`src/design/eas_pkg.sv`:
```
// package of constants and types for the extended arithmetic sequencer
`default_nettype none
package eas_pkg;
    // register byte offsets on the bus
    localparam logic [7:0] ADDR_INSTR   = 8'h00;
    localparam logic [7:0] ADDR_PRIMARY = 8'h04;
    localparam logic [7:0] ADDR_LOW     = 8'h08;
    localparam logic [7:0] ADDR_TALLY   = 8'h0C;
    localparam logic [7:0] ADDR_OPERAND = 8'h10;
    localparam logic [7:0] ADDR_STATUS  = 8'h14;

    // status register field positions
    localparam int ST_BUSY    = 0;
    localparam int ST_LINK    = 1;
    localparam int ST_POL     = 2;
    localparam int ST_EVT_LSB = 8;

    // instruction bit numbers, bit 0 is the most significant of 18
    localparam int IB_SIGN_TO_LINK = 4;
    localparam int IB_CLR_LOW      = 5;
    localparam int IB_CAPTURE_SIGN = 6;
    localparam int IB_MERGE_LOW    = 7;
    localparam int IB_CLR_PRIMARY  = 8;
    localparam int IB_INVERT_LOW   = 15;
    localparam int IB_OR_LOW       = 16;
    localparam int IB_OR_TALLY     = 17;

    // operation class, instruction bits 9 to 11
    localparam logic [2:0] CLS_SETUP      = 3'h0;
    localparam logic [2:0] CLS_PRODUCT    = 3'h1;
    localparam logic [2:0] CLS_UNUSED     = 3'h2;
    localparam logic [2:0] CLS_QUOTIENT   = 3'h3;
    localparam logic [2:0] CLS_ALIGN      = 3'h4;
    localparam logic [2:0] CLS_PAIR_RIGHT = 3'h5;
    localparam logic [2:0] CLS_PAIR_LEFT  = 3'h6;
    localparam logic [2:0] CLS_WORD_LEFT  = 3'h7;

    // one-hot event time counter codes
    localparam logic [5:0] EVT_IDLE = 6'h00;
    localparam logic [5:0] EVT_A    = 6'h01;
    localparam logic [5:0] EVT_B    = 6'h02;
    localparam logic [5:0] EVT_C    = 6'h04;
    localparam logic [5:0] EVT_D    = 6'h08;
    localparam logic [5:0] EVT_E    = 6'h10;
    localparam logic [5:0] EVT_F    = 6'h20;

    // reset values
    localparam logic [17:0] WORD_RST  = 18'h00000;
    localparam logic [5:0]  TALLY_RST = 6'h00;

    typedef struct packed {
        logic [17:0] instr;
        logic [17:0] primary;
        logic [17:0] low;
        logic [17:0] operand;
        logic [5:0]  tally;
        logic [5:0]  evt;
        logic        link;
        logic        pol;
        logic        opsign;
        logic        wr_pend;
        logic [7:0]  waddr;
        logic [31:0] rdata;
    } eas_state_t;

    // pick an instruction bit by its numbering from the top
    function automatic logic eas_ib(input logic [17:0] w, input int k);
        return w[17-k];
    endfunction : eas_ib
endpackage : eas_pkg
`default_nettype wire

```
`src/design/eas_seq.sv`:
```
// extended arithmetic sequencer with AHB-Lite register slave
`timescale 1ns/1ps
`default_nettype none
module eas_seq
    import eas_pkg::*;
(
    input  wire logic        hclk,
    input  wire logic        hresetn,
    input  wire logic        hsel,
    input  wire logic [31:0] haddr,
    input  wire logic [1:0]  htrans,
    input  wire logic        hwrite,
    input  wire logic [2:0]  hsize,
    input  wire logic [31:0] hwdata,
    input  wire logic        hready,
    output logic             hreadyout,
    output logic [31:0]      hrdata,
    output logic             hresp,
    output logic             busy
);
    eas_state_t s_r;
    eas_state_t s_nxt;

    logic [2:0]  cls;
    logic        setup;
    logic        signed_op;
    logic        muldiv;
    logic        stop;
    logic        accept;
    logic        wr_ok;
    logic        ovf;
    logic [18:0] sum;
    logic [18:0] rem;
    logic [18:0] diff;
    logic [35:0] pair;
    logic [31:0] rval;
    logic [31:0] status;

    assign cls       = s_r.instr[8:6];
    assign setup     = (cls == CLS_SETUP);
    assign signed_op = eas_ib(s_r.instr, IB_CAPTURE_SIGN);
    assign muldiv    = (cls == CLS_PRODUCT) || (cls == CLS_QUOTIENT);
    assign busy      = (s_r.evt != EVT_IDLE);
    assign hreadyout = 1'b1;
    assign hresp     = 1'b0;
    assign hrdata    = s_r.rdata;
    assign accept    = hsel && hready && htrans[1];
    // register writes land only while idle so they never race the sequencer
    assign wr_ok     = s_r.wr_pend && !busy;

    assign sum  = {1'b0, s_r.primary} + (s_r.low[0] ? {1'b0, s_r.operand} : 19'h00000);
    assign rem  = {s_r.primary, s_r.low[17]};
    assign diff = rem - {1'b0, s_r.operand};
    assign pair = {s_r.primary, s_r.low};

    // quotient would not fit: signed needs {pri,low} < operand<<17
    always_comb begin
        if (signed_op) begin
            ovf = (rem >= {1'b0, s_r.operand});
        end else begin
            ovf = (s_r.primary >= s_r.operand);
        end
    end

    // normalize stops as soon as the two top primary bits differ
    assign stop = (s_r.tally == TALLY_RST)
                  || ((cls == CLS_ALIGN) && (s_r.primary[17] != s_r.primary[16]));

    // status word built from the field positions so software and logic agree on layout
    always_comb begin
        status                  = 32'h00000000;
        status[ST_BUSY]         = busy;
        status[ST_LINK]         = s_r.link;
        status[ST_POL]          = s_r.pol;
        status[ST_EVT_LSB +: 6] = s_r.evt;
    end

    always_comb begin
        unique case (haddr[7:0])
            ADDR_INSTR:   rval = {14'h0000, s_r.instr};
            ADDR_PRIMARY: rval = {14'h0000, s_r.primary};
            ADDR_LOW:     rval = {14'h0000, s_r.low};
            ADDR_TALLY:   rval = {26'h0000000, s_r.tally};
            ADDR_OPERAND: rval = {14'h0000, s_r.operand};
            ADDR_STATUS:  rval = status;
            default:      rval = 32'h00000000;
        endcase
    end

    always_comb begin
        s_nxt = s_r;
        // bus address phase
        if (accept) begin
            s_nxt.wr_pend = hwrite;
            s_nxt.waddr   = haddr[7:0];
            s_nxt.rdata   = hwrite ? 32'h00000000 : rval;
        end else begin
            s_nxt.wr_pend = 1'b0;
        end
        // bus data phase
        if (wr_ok) begin
            unique case (s_r.waddr)
                ADDR_INSTR: begin
                    s_nxt.instr = hwdata[17:0];
                    s_nxt.evt   = EVT_A;
                end
                ADDR_PRIMARY: s_nxt.primary = hwdata[17:0];
                ADDR_LOW:     s_nxt.low     = hwdata[17:0];
                ADDR_OPERAND: s_nxt.operand = hwdata[17:0];
                ADDR_STATUS:  s_nxt.link    = hwdata[ST_LINK];
                default: ;
            endcase
        end
        // event time sequencing; an all-zero option field changes nothing
        unique case (s_r.evt)
            // idle must keep the start that an instruction write has just set above
            EVT_IDLE: ;
            EVT_A: begin
                if (eas_ib(s_r.instr, IB_SIGN_TO_LINK)) begin
                    s_nxt.link = s_r.primary[17];
                end
                if (signed_op) begin
                    s_nxt.pol = s_r.primary[17];
                    if (muldiv) begin
                        // operand sign arrives in the carry, which then restarts clear
                        s_nxt.opsign = s_r.link;
                        s_nxt.link   = 1'b0;
                    end
                    if (!eas_ib(s_r.instr, IB_MERGE_LOW) && s_r.primary[17]) begin
                        s_nxt.primary = 18'(-s_r.primary);
                    end
                end
                s_nxt.evt = EVT_B;
            end
            EVT_B: begin
                if (eas_ib(s_r.instr, IB_CLR_LOW)) begin
                    s_nxt.low = WORD_RST;
                end
                if (eas_ib(s_r.instr, IB_MERGE_LOW) && !signed_op) begin
                    s_nxt.low = s_nxt.low | s_r.primary;
                end
                if (setup && eas_ib(s_r.instr, IB_INVERT_LOW)) begin
                    s_nxt.low = ~s_nxt.low;
                end
                s_nxt.evt = EVT_C;
            end
            EVT_C: begin
                // clearing here rather than at A lets bit 7 merge the old primary first
                if (eas_ib(s_r.instr, IB_CLR_PRIMARY)) begin
                    s_nxt.primary = WORD_RST;
                end
                if (setup && eas_ib(s_r.instr, IB_OR_LOW)) begin
                    s_nxt.primary = s_nxt.primary | s_r.low;
                end
                if (setup && eas_ib(s_r.instr, IB_OR_TALLY)) begin
                    s_nxt.primary = s_nxt.primary | {12'h000, s_r.tally};
                end
                if (!setup) begin
                    s_nxt.tally = 6'(-s_r.instr[5:0]);
                    if (cls == CLS_UNUSED) begin
                        s_nxt.tally = TALLY_RST;
                    end
                    if ((cls == CLS_QUOTIENT) && ovf) begin
                        s_nxt.link  = 1'b1;
                        s_nxt.tally = TALLY_RST;
                    end
                end
                s_nxt.evt = EVT_D;
            end
            EVT_D: begin
                s_nxt.evt = setup ? EVT_IDLE : EVT_E;
            end
            EVT_E: begin
                if (stop) begin
                    s_nxt.evt = EVT_F;
                end else begin
                    s_nxt.tally = s_r.tally + 6'h01;
                    unique case (cls)
                        CLS_PAIR_RIGHT: begin
                            {s_nxt.primary, s_nxt.low} = {s_r.link, pair[35:1]};
                        end
                        CLS_PAIR_LEFT, CLS_ALIGN: begin
                            {s_nxt.primary, s_nxt.low} = {pair[34:0], s_r.link};
                        end
                        CLS_WORD_LEFT: begin
                            s_nxt.primary = {s_r.primary[16:0], s_r.link};
                        end
                        CLS_PRODUCT: begin
                            // add then shift right, one multiplier bit per step
                            s_nxt.primary = sum[18:1];
                            s_nxt.low     = {sum[0], s_r.low[17:1]};
                        end
                        CLS_QUOTIENT: begin
                            // restoring divide, one quotient bit per step
                            if (!diff[18]) begin
                                s_nxt.primary = diff[17:0];
                            end else begin
                                s_nxt.primary = rem[17:0];
                            end
                            s_nxt.low = {s_r.low[16:0], !diff[18]};
                        end
                        default: ;
                    endcase
                end
            end
            EVT_F: begin
                if (signed_op && muldiv && (s_r.pol != s_r.opsign)) begin
                    if (cls == CLS_PRODUCT) begin
                        {s_nxt.primary, s_nxt.low} = 36'(-pair);
                    end else if (!s_r.link) begin
                        s_nxt.low = 18'(-s_r.low);
                    end
                end
                s_nxt.evt = EVT_IDLE;
            end
            default: s_nxt.evt = EVT_IDLE;
        endcase
    end

    always_ff @(posedge hclk or negedge hresetn) begin
        if (!hresetn) begin
            s_r.instr   <= WORD_RST;
            s_r.primary <= WORD_RST;
            s_r.low     <= WORD_RST;
            s_r.operand <= WORD_RST;
            s_r.tally   <= TALLY_RST;
            s_r.evt     <= EVT_IDLE;
            s_r.link    <= 1'b0;
            s_r.pol     <= 1'b0;
            s_r.opsign  <= 1'b0;
            s_r.wr_pend <= 1'b0;
            s_r.waddr   <= 8'h00;
            s_r.rdata   <= 32'h00000000;
        end else begin
            s_r <= s_nxt;
        end
    end
endmodule : eas_seq
`default_nettype wire

```
`config.mk`:
```
export PLATFORM = sky130hd
export DESIGN_NAME = eas_seq
export DESIGN_NICKNAME = d
export VERILOG_FILES = /design/src/design/eas_pkg.sv /design/src/design/eas_seq.sv
export SDC_FILE = /design/constraint.sdc
export NUM_CORES = 1
export LEC_CHECK = 0
export BUFFER_PORTS_ARGS = -buffer_cell sky130_fd_sc_hd__clkbuf_2
export CELL_PAD_IN_SITES_DETAIL_PLACEMENT = 0
export CELL_PAD_IN_SITES_GLOBAL_PLACEMENT = 1
export CORE_UTILIZATION = 42
export DETAILED_ROUTE_END_ITERATION = 10
export PLACE_DENSITY_LB_ADDON = 0.1
export SYNTH_ARGS = -nofsm -noshare
export SYNTH_HDL_FRONTEND = slang
export SYNTH_SLANG_ARGS = --single-unit
```
`constraint.sdc`:
```
create_clock -name hclk -period 3.5 [get_ports hclk]
set_input_delay 0.175 -clock hclk [delete_from_list [all_inputs] [get_ports hclk]]
set_output_delay 0.175 -clock hclk [all_outputs]
set_load 0.02 [all_outputs]
```
Word-level counts from Yosys, hierarchy flattened
Cells that the tools add are included.
W data, S select, Z words.
- $add $sub $neg: 7
- multipliers: 0
- divide/modulo/power cells: 0
- magnitude comparators: 2
- equal/unequal tests: 26
- shifts and indexed selects: 0
- mux-type cells: 49
- bitwise gates (word level): 4
- reduce and logical (&&, ||, !) cells: 31
- operator list (kind ; count):
    $mux W18 ; 20
    $pmux W18 S4 ; 2
    $pmux W18 S6 ; 1
    $pmux W18 S5 ; 1
    $mux W36 ; 2
    $mux W54 ; 1
    $pmux W18 S3 ; 1
    $mux W6 ; 6
    $neg A18 Y18 ; 2
    $neg A36 Y36 ; 1
    $or A18 B18 Y18 ; 2
    $pmux W6 S6 ; 1
    $eq A8 B5 Y1 const B ; 4
    $mux W32 ; 1
    $eq A8 B4 Y1 const B ; 3
    $add A18 B18 Y19 ; 1
    $ge A19 B18 Y1 ; 1
    $sub A19 B18 Y19 ; 1
    $ge A18 B18 Y1 ; 1
    $not A18 Y18 ; 1
    $or A18 B6 Y18 ; 1
    $eq A8 B3 Y1 const B ; 2
    $logic_not A8 Y1 ; 2
    $eq A3 B3 Y1 const B ; 4
    other kinds (28) ; 57
- bits in registers: 128
- latch bits: 0
- bits in writable memories: 0
- bits in read-only memories: 0
- bits of input ports: 74
- output and inout port bits: 35
- word-level logic and storage cells: 131
- memories: 0

Longest topological paths before layout
Gate-level depths: netlist of run 1.
- depth in word-level cells: 12
- depth in mapped cells: 14
- mapped depth without buffers: 12

Worst setup path after synthesis of run 1
Ideal clock, no wire load.
- kind: register to register
- start point: register s_r, in the netlist pair[0]
- end point: register s_r, in the netlist pair[31]
- library setup time: 0.138 ns
- arrival time: 3.370 ns
- required time: 3.362 ns
- path slack: -0.008 ns
- cell stages (with the launch flop): 14
- buffers on the path: 2
- period minus slack after synthesis: 3.508 ns
- path through: dfrtp_1 > inv_1 > clkbuf_1 > clkbuf_1 > nor2_1 > ha_1 > a21o_1 > a221oi_1 > a211oi_1 > a211oi_1 > nor2_1 > a22o_1 > a2111oi_1 > a31oi_1
- RTL lines (item ; line ; source):
    from (decl) ; eas_seq.sv:21 ; eas_state_t s_r;
    from (signal assigned) ; eas_seq.sv:235 ; s_r <= s_nxt;

==> results.toml, run 1 <==
[global_route]
grt.total_usage = 0.356
grt_first_pass_wirelength_mm = 74.3
grt_max_degree = 63
first_global_vias = 11500
globalRoute.totalOverflow = 0
antenna_found_initial = 1

[logic_synthesis]
synth-warning-count = 0
synth_enable_flop_cells = 0
synth_seq_cells = 114
synth_top_flop_cell = "sky130_fd_sc_hd__dfrtp_1"
synth_sequential_area_ratio = 0.246
async_flop_share = 1.00
syn-mean-instance-area_sq_um = 8.02
syn_inst_count = 1444
synth_cell_types = 86
area_of_the_mapped_netlist_sq_mm = 0.0116

[route]
wl_per_cell_um = 26.4
routed_via_density = 6.45
drt-total-wl_mm = 49.4
dr.first_iter.drc_count = 1254
detailedRoute.firstPassIterationCount = 6
remaining_drc_errors = 0
num_vias = 12100
antenna_left = 0

[clock_network]
source_to_sink_clock_delay_at_the_later_pin_of_the_worst_skew_pair_ps = 450
clock_tree.htree_level_count = 4
clock_sinks = 114
clockBufferDepth = 2
clock-root-buffer = "sky130_fd_sc_hd__clkbuf_16"
clock_tree_from_tritoncts = "built"
cts_buffers = 17
cts_clk_pin_slew_worst_paths_ps = 70

[run_status]
result_of_the_run = "finished, final reports clean"

[floorplanning]
die_area_sq_mm = 0.0282
chipHeight_um = 168
design.core.area_sq_mm = 0.0270
die_width_um = 168
initial_core_util = 0.428
floorplan.rows = 60
boundaryPins = 109

[final_layout]
final_util = 0.493
drive_gt1_frac = 0.183
area_growth_syn_to_layout_pct = 15.0
nNetsFinal = 1650

[critical_path]
crit_arrival_ps = 3710
setup.worst_path.class = "register to register"
critPathLaunchType = "register"
worst-endpoint-required_ps = 3820
endpoint_kind = "register"
timing.critical_path.fanout_max = 3

[placement]
gp_congestion = 0.970
dpl.hpwl_mm = 37.7
io_buffers = 50

[power]
irDropWorstVdd_v = 0.000461
power.switching_fraction = 0.482
power.density_mw_per_mm2 = 704
seqPwrFrac = 0.212
internal_power_mw = 4.85
cellLeakagePower_nw = 5.64
comb_pwr_share = 0.590
power.share.clock = 0.198
power.net_switching_mw = 4.52

[sta]
setup_viol = 0
clock_skew_ps = 12.6
maxClockFrequency_mhz = 295
layout_min_cycle_time_ps = 3390
worstMarginPinSlew_ps = 921
hold_violations = 0
final_max_slew_viol_count = 0
post-route-period-util = 0.969
rsz0062_at_grt = "false"
setup_tns_ps = 0
worst_slew_margin_rel = 0.386

[flow_run]
cap_violations = 0

[min_path]
worstHoldPathType = "input port to register"
[cell families after synthesis]
kind of cell    after synthesis  synth area share
compound gates              490             0.287
simple gates                415             0.173
buf+inv                     187            0.0761
flops                       114             0.246
mux                         100            0.0934
xor+xnor                     75            0.0568
fa+ha+maj                    61            0.0672
other cells                   2          0.000649
[critical path, stage by stage (launching register included)]
cell	delay, ps
sky130_fd_sc_hd__dfrtp_1	390
sky130_fd_sc_hd__and2_1	150
sky130_fd_sc_hd__ha_1	210
sky130_fd_sc_hd__fa_1	430
sky130_fd_sc_hd__a21o_1	200
sky130_fd_sc_hd__a221oi_1	400
sky130_fd_sc_hd__a211oi_1	200
sky130_fd_sc_hd__a211oi_1	280
sky130_fd_sc_hd__buf_4	210
sky130_fd_sc_hd__nor2_1	50
sky130_fd_sc_hd__a22o_1	230
sky130_fd_sc_hd__a2111oi_1	400
sky130_fd_sc_hd__a31oi_1	130
[flip-flops by register name, summed over array words and instances, names as in the netlist]
name / flops
cls: 3
hrdata: 18
pair: 36
s_r: 57
[final cells by class]
type | count | area [sq um]
clock buffers | 18 | 439
fillers | 2715 | 13700
inverters | 44 | 165
flip-flops and latches | 114 | 2850
repair buffers | 181 | 1310
multi-input cells | 1157 | 7940
well taps | 341 | 427
diodes | 3 | 7.51
clock inverters | 14 | 168
[Yosys cell counts (all sizes together), types with 5 or more instances]
master | instances | area [sq um]
nand3 | 34 | 170
a211oi | 21 | 158
a22oi | 37 | 278
o21ai | 99 | 495
inv | 43 | 161
a211o | 8 | 70.1
o211ai | 15 | 113
a2111oi | 10 | 88.8
and2 | 8 | 50.1
o221ai | 23 | 201
nand2 | 122 | 458
nor2 | 124 | 473
or3 | 9 | 56.3
nor2b | 14 | 87.6
a21o | 18 | 135
xnor2 | 39 | 342
a22o | 21 | 184
nor4b | 5 | 50.0
o31ai | 18 | 140
a221oi | 26 | 251
and3 | 11 | 68.8
ha | 59 | 738
dfrtp | 114 | 2850
mux2i | 52 | 537
a31oi | 13 | 81.3
xor2 | 36 | 315
nor3b | 6 | 45.0
nor3 | 34 | 175
mux2 | 48 | 544
nand3b | 6 | 45.0
a32oi | 5 | 43.8
a311oi | 5 | 50.0
o22ai | 20 | 125
nor4 | 9 | 71.3
nand2b | 13 | 81.3
clkbuf | 86 | 323
a32o | 10 | 100
buf | 57 | 393
nand4 | 5 | 37.5
a21oi | 116 | 581
[metal layers]
metal | up-vias | routed length [um] | track usage
met5 | - | 11 | 0
met4 | 2 | 1860 | 0.146
met3 | 109 | 4400 | 0.0703
met2 | 604 | 21100 | 0.534
met1 | 5852 | 22000 | 0.499
li1 | 5510 | - | -
[power groups by stage]
stage | combinational, mW | sequential [mW] | clock (mW)
2_1_floorplan | 3.63 | 1.77 | 0
3_3_place_gp | 5.29 | 1.98 | 0
3_5_place_dp | 5.31 | 1.98 | 0
4_1_cts | 5.36 | 1.96 | 1.87
5_1_grt | 5.97 | 2.01 | 1.91
6_report | 5.53 | 1.99 | 1.85
[through the flow]
stage               hold slack [ps]  area (sq um)  std cells  power (mW)  setup slack [ps]
finish                         5.17         13300       1872        9.37               109
global route                   38.8         13300       1869        9.89              9.67
CTS                            5.70         13300       1866        9.19               105
detailed placement              338         12600       1828        7.29               131
global placement                331         12600       1828        7.27               189
floorplan                      -121         11600       1458        5.40              79.0
[final timing paths]
check / startpoint / to / slack, ps / depth (start not counted)
max: pair[0]$_DFF_PN0_ / pair[31]$_DFF_PN0_ / 110 / 12
min: hwrite / s_r[40]$_DFF_PN0_ / 5 / 3
max reg2reg: pair[0]$_DFF_PN0_ / pair[31]$_DFF_PN0_ / 110 / 12
min reg2reg: hrdata[2]$_DFFE_PN0P_ / hrdata[2]$_DFFE_PN0P_ / 480 / 2
max in group asynchronous: hresetn / pair[30]$_DFF_PN0_ / 2330 / 3
min in group asynchronous: hresetn / s_r[37]$_DFFE_PN0P_ / 370 / 2
[placed cells by master (no fill, tap or decap), types with 47 or more instances in the layout]
cell and count:
sky130_fd_sc_hd__dfrtp_1 114, sky130_fd_sc_hd__nand2_1 122, sky130_fd_sc_hd__mux2_2 47, sky130_fd_sc_hd__mux2i_1 50, sky130_fd_sc_hd__ha_1 59, sky130_fd_sc_hd__o21ai_0 97, sky130_fd_sc_hd__a21oi_1 116, sky130_fd_sc_hd__clkbuf_2 49
sky130_fd_sc_hd__buf_4 121, sky130_fd_sc_hd__nor2_1 123
[what timing repair did]
item,in CTS,in global routing
resized for setup,0,2
hold endpoints to repair,66,0
hold buffers,6,0
setup buffers,0,3
endpoints found under the setup margin,0,1
Note: power is estimated with default switching activity, not from simulation.
==> run 2, diff against run 1 <==
--- a/config.mk
+++ b/config.mk
@@ -8,9 +8,11 @@
 export BUFFER_PORTS_ARGS = -buffer_cell sky130_fd_sc_hd__clkbuf_2
 export CELL_PAD_IN_SITES_DETAIL_PLACEMENT = 0
 export CELL_PAD_IN_SITES_GLOBAL_PLACEMENT = 1
+export CORE_MARGIN = 4
 export CORE_UTILIZATION = 42
 export DETAILED_ROUTE_END_ITERATION = 10
 export PLACE_DENSITY_LB_ADDON = 0.1
+export RECOVER_POWER = 50
 export SYNTH_ARGS = -nofsm -noshare
 export SYNTH_HDL_FRONTEND = slang
 export SYNTH_SLANG_ARGS = --single-unit
==> run 2 against run 1 <==
Effect of this change: the flow now finishes with violations (capacitance limit, slew limit); flip-flop and latch count is the same; clock power is essentially flat; via count grew 1.1%; final cell count shrank 0.59%; critical path type unchanged; global-route usage shrank 4.0 points; cell area shrank 1.1%; first-iteration DRC count shrank 0.32%; largest power group unchanged; non-clock buffer count shrank 8.
==> results.toml, run 2 (synthesized netlist as in run 1, its figures left out) <==
[run_status]
result_of_the_run = "complete, but fails checks"
violations = "capacitance limit, slew limit"

[route]
remaining_drc_errors = 0
drt-total-wl_mm = 49.5
antenna_left = 0
dr.first_iter.drc_count = 1250
num_vias = 12200
wl_per_cell_um = 26.6
routed_via_density = 6.56
detailedRoute.firstPassIterationCount = 6

[final_layout]
max_flop_register = "s_r"
fin_area_sq_mm = 0.0132
drive_gt1_frac = 0.168
diodes = 0
number_of_flip_flops_under_the_largest_register_name = 57
final_util = 0.487
num-fill-cells = 2691
mostFrequentLayoutCell = "sky130_fd_sc_hd__nor2_1"
area_taken_by_multi_input_logic_gates_sq_mm = 0.00796
final-seq-area_sq_mm = 0.00285
area_growth_syn_to_layout_pct = 13.8
mostFrequentLayoutCells = "sky130_fd_sc_hd__nor2_1, sky130_fd_sc_hd__nand2_1, sky130_fd_sc_hd__a21oi_1, sky130_fd_sc_hd__dfrtp_1, sky130_fd_sc_hd__buf_4"
nNetsFinal = 1642

[critical_path]
critPathLaunchType = "register"
timing.critical_path.fanout_max = 16
endpoint_kind = "register"
flop2flop_setup_slack_ps = 140
setup.worst_path.class = "register to register"
worst-endpoint-required_ps = 3780
crit_arrival_ps = 3640

[sta]
setup_tns_ps = 0
hold_violations = 0
rsz0062_at_grt = "false"
clock_skew_ps = 14.6
post-route-period-util = 0.959
maxClockFrequency_mhz = 298
worstMarginPinSlew_ps = 2720
worst_slew_margin_rel = -0.816
layout_min_cycle_time_ps = 3360
setup_viol = 0
final_max_slew_viol_count = 46

[min_path]
worstHoldPathType = "input port to register"

[floorplanning]
die_width_um = 174
floorplan.rows = 60
design.core.area_sq_mm = 0.0270
initial_core_util = 0.428
chipHeight_um = 174
boundaryPins = 109
die_area_sq_mm = 0.0303

[clock_network]
clockBufferDepth = 2
cts_buffers = 17
clock_tree.htree_level_count = 4
source_to_sink_clock_delay_at_the_later_pin_of_the_worst_skew_pair_ps = 430
clock-root-buffer = "sky130_fd_sc_hd__clkbuf_16"
clock_sinks = 114
clock_tree_from_tritoncts = "built"
cts_clk_pin_slew_worst_paths_ps = 70

[global_route]
first_global_vias = 11600
grt_max_degree = 46
globalRoute.totalOverflow = 0
grt.total_usage = 0.317
antenna_found_initial = 2
grt_first_pass_wirelength_mm = 73.8

[flow_run]
cap_violations = 1

[placement]
gp_congestion = 0.966
io_buffers = 50
dpl.hpwl_mm = 37.2
dpl_cell_area_sq_mm = 0.0125

[power]
irDropWorstVdd_v = 0.000323
power.density_mw_per_mm2 = 708
cellLeakagePower_nw = 5.52
==> run 2: path summary, 6_finish.rpt <==
check | startpoint | end | cells past startpoint
worst min register to register | hrdata[1]$_DFFE_PN0P_ | hrdata[1]$_DFFE_PN0P_ | 2
worst max register to register | s_r[46]$_DFF_PN0_ | pair[28]$_DFF_PN0_ | 9
min in group asynchronous | hresetn | s_r[35]$_DFFE_PN0P_ | 2
worst min-delay path | hwrite | s_r[40]$_DFF_PN0_ | 3
worst max-delay path | s_r[46]$_DFF_PN0_ | pair[28]$_DFF_PN0_ | 9
max in group asynchronous | hresetn | s_r[46]$_DFF_PN0_ | 3
==> run 2: routing by layer <==
layer | global-route usage | vias to the layer above | wire [um]
met3 | 0.0739 | 123 | 5000
met1 | 0.446 | 5906 | 21500
li1 | - | 5476 | -
met2 | 0.477 | 697 | 21000
met4 | 0.109 | 4 | 1870
met5 | 0 | - | 30
==> run 2: area by class of cell <==
type	instances	share of cell area
timing repair buffer	173	0.0888
inverter	44	0.0125
clock inverter	15	0.0131
multi-input combinational	1157	0.604
clock buffer	17	0.0323
tap	341	0.0324
sequential	114	0.217
==> run 2: worst max-delay path, stage by stage, from the launching register on <==
cell and delay (ps):
sky130_fd_sc_hd__dfrtp_1 520, sky130_fd_sc_hd__nor4_4 460, sky130_fd_sc_hd__nand4_2 150, sky130_fd_sc_hd__or4b_1 510, sky130_fd_sc_hd__buf_4 280, sky130_fd_sc_hd__mux2i_1 330, sky130_fd_sc_hd__o221ai_1 180, sky130_fd_sc_hd__a311oi_2 450
sky130_fd_sc_hd__o2111a_1 270, sky130_fd_sc_hd__a221oi_1 40
==> run 2: power by group <==
| group | switching [mW] | internal (mW) | leakage (nW) |
|---|---|---|---|
| Clock | 0.750 | 1.07 | 0.295 |
| Sequential | 0.390 | 1.56 | 1.40 |
| Combinational | 3.37 | 2.19 | 3.83 |
| Total | 4.51 | 4.82 | 5.52 |
==> run 2: timing repair <==
item                                    in CTS  in global routing
setup buffers                                0                  2
hold buffers                                 6                  0
endpoints found under the setup margin       0                  7
endpoints found under the hold margin       47                  0
resized for setup                            0                  8
==> run 2: stage by stage <==
step	setup WS, ps	instances	total power, mW	hold WS, ps
floorplan	79.0	1458	5.40	-121
detailed placement	101	1821	7.24	235
global placement	136	1821	7.22	232
CTS	82.6	1859	9.11	2.30
global route	23.0	1861	9.86	7.87
finish	144	1861	9.33	21.6
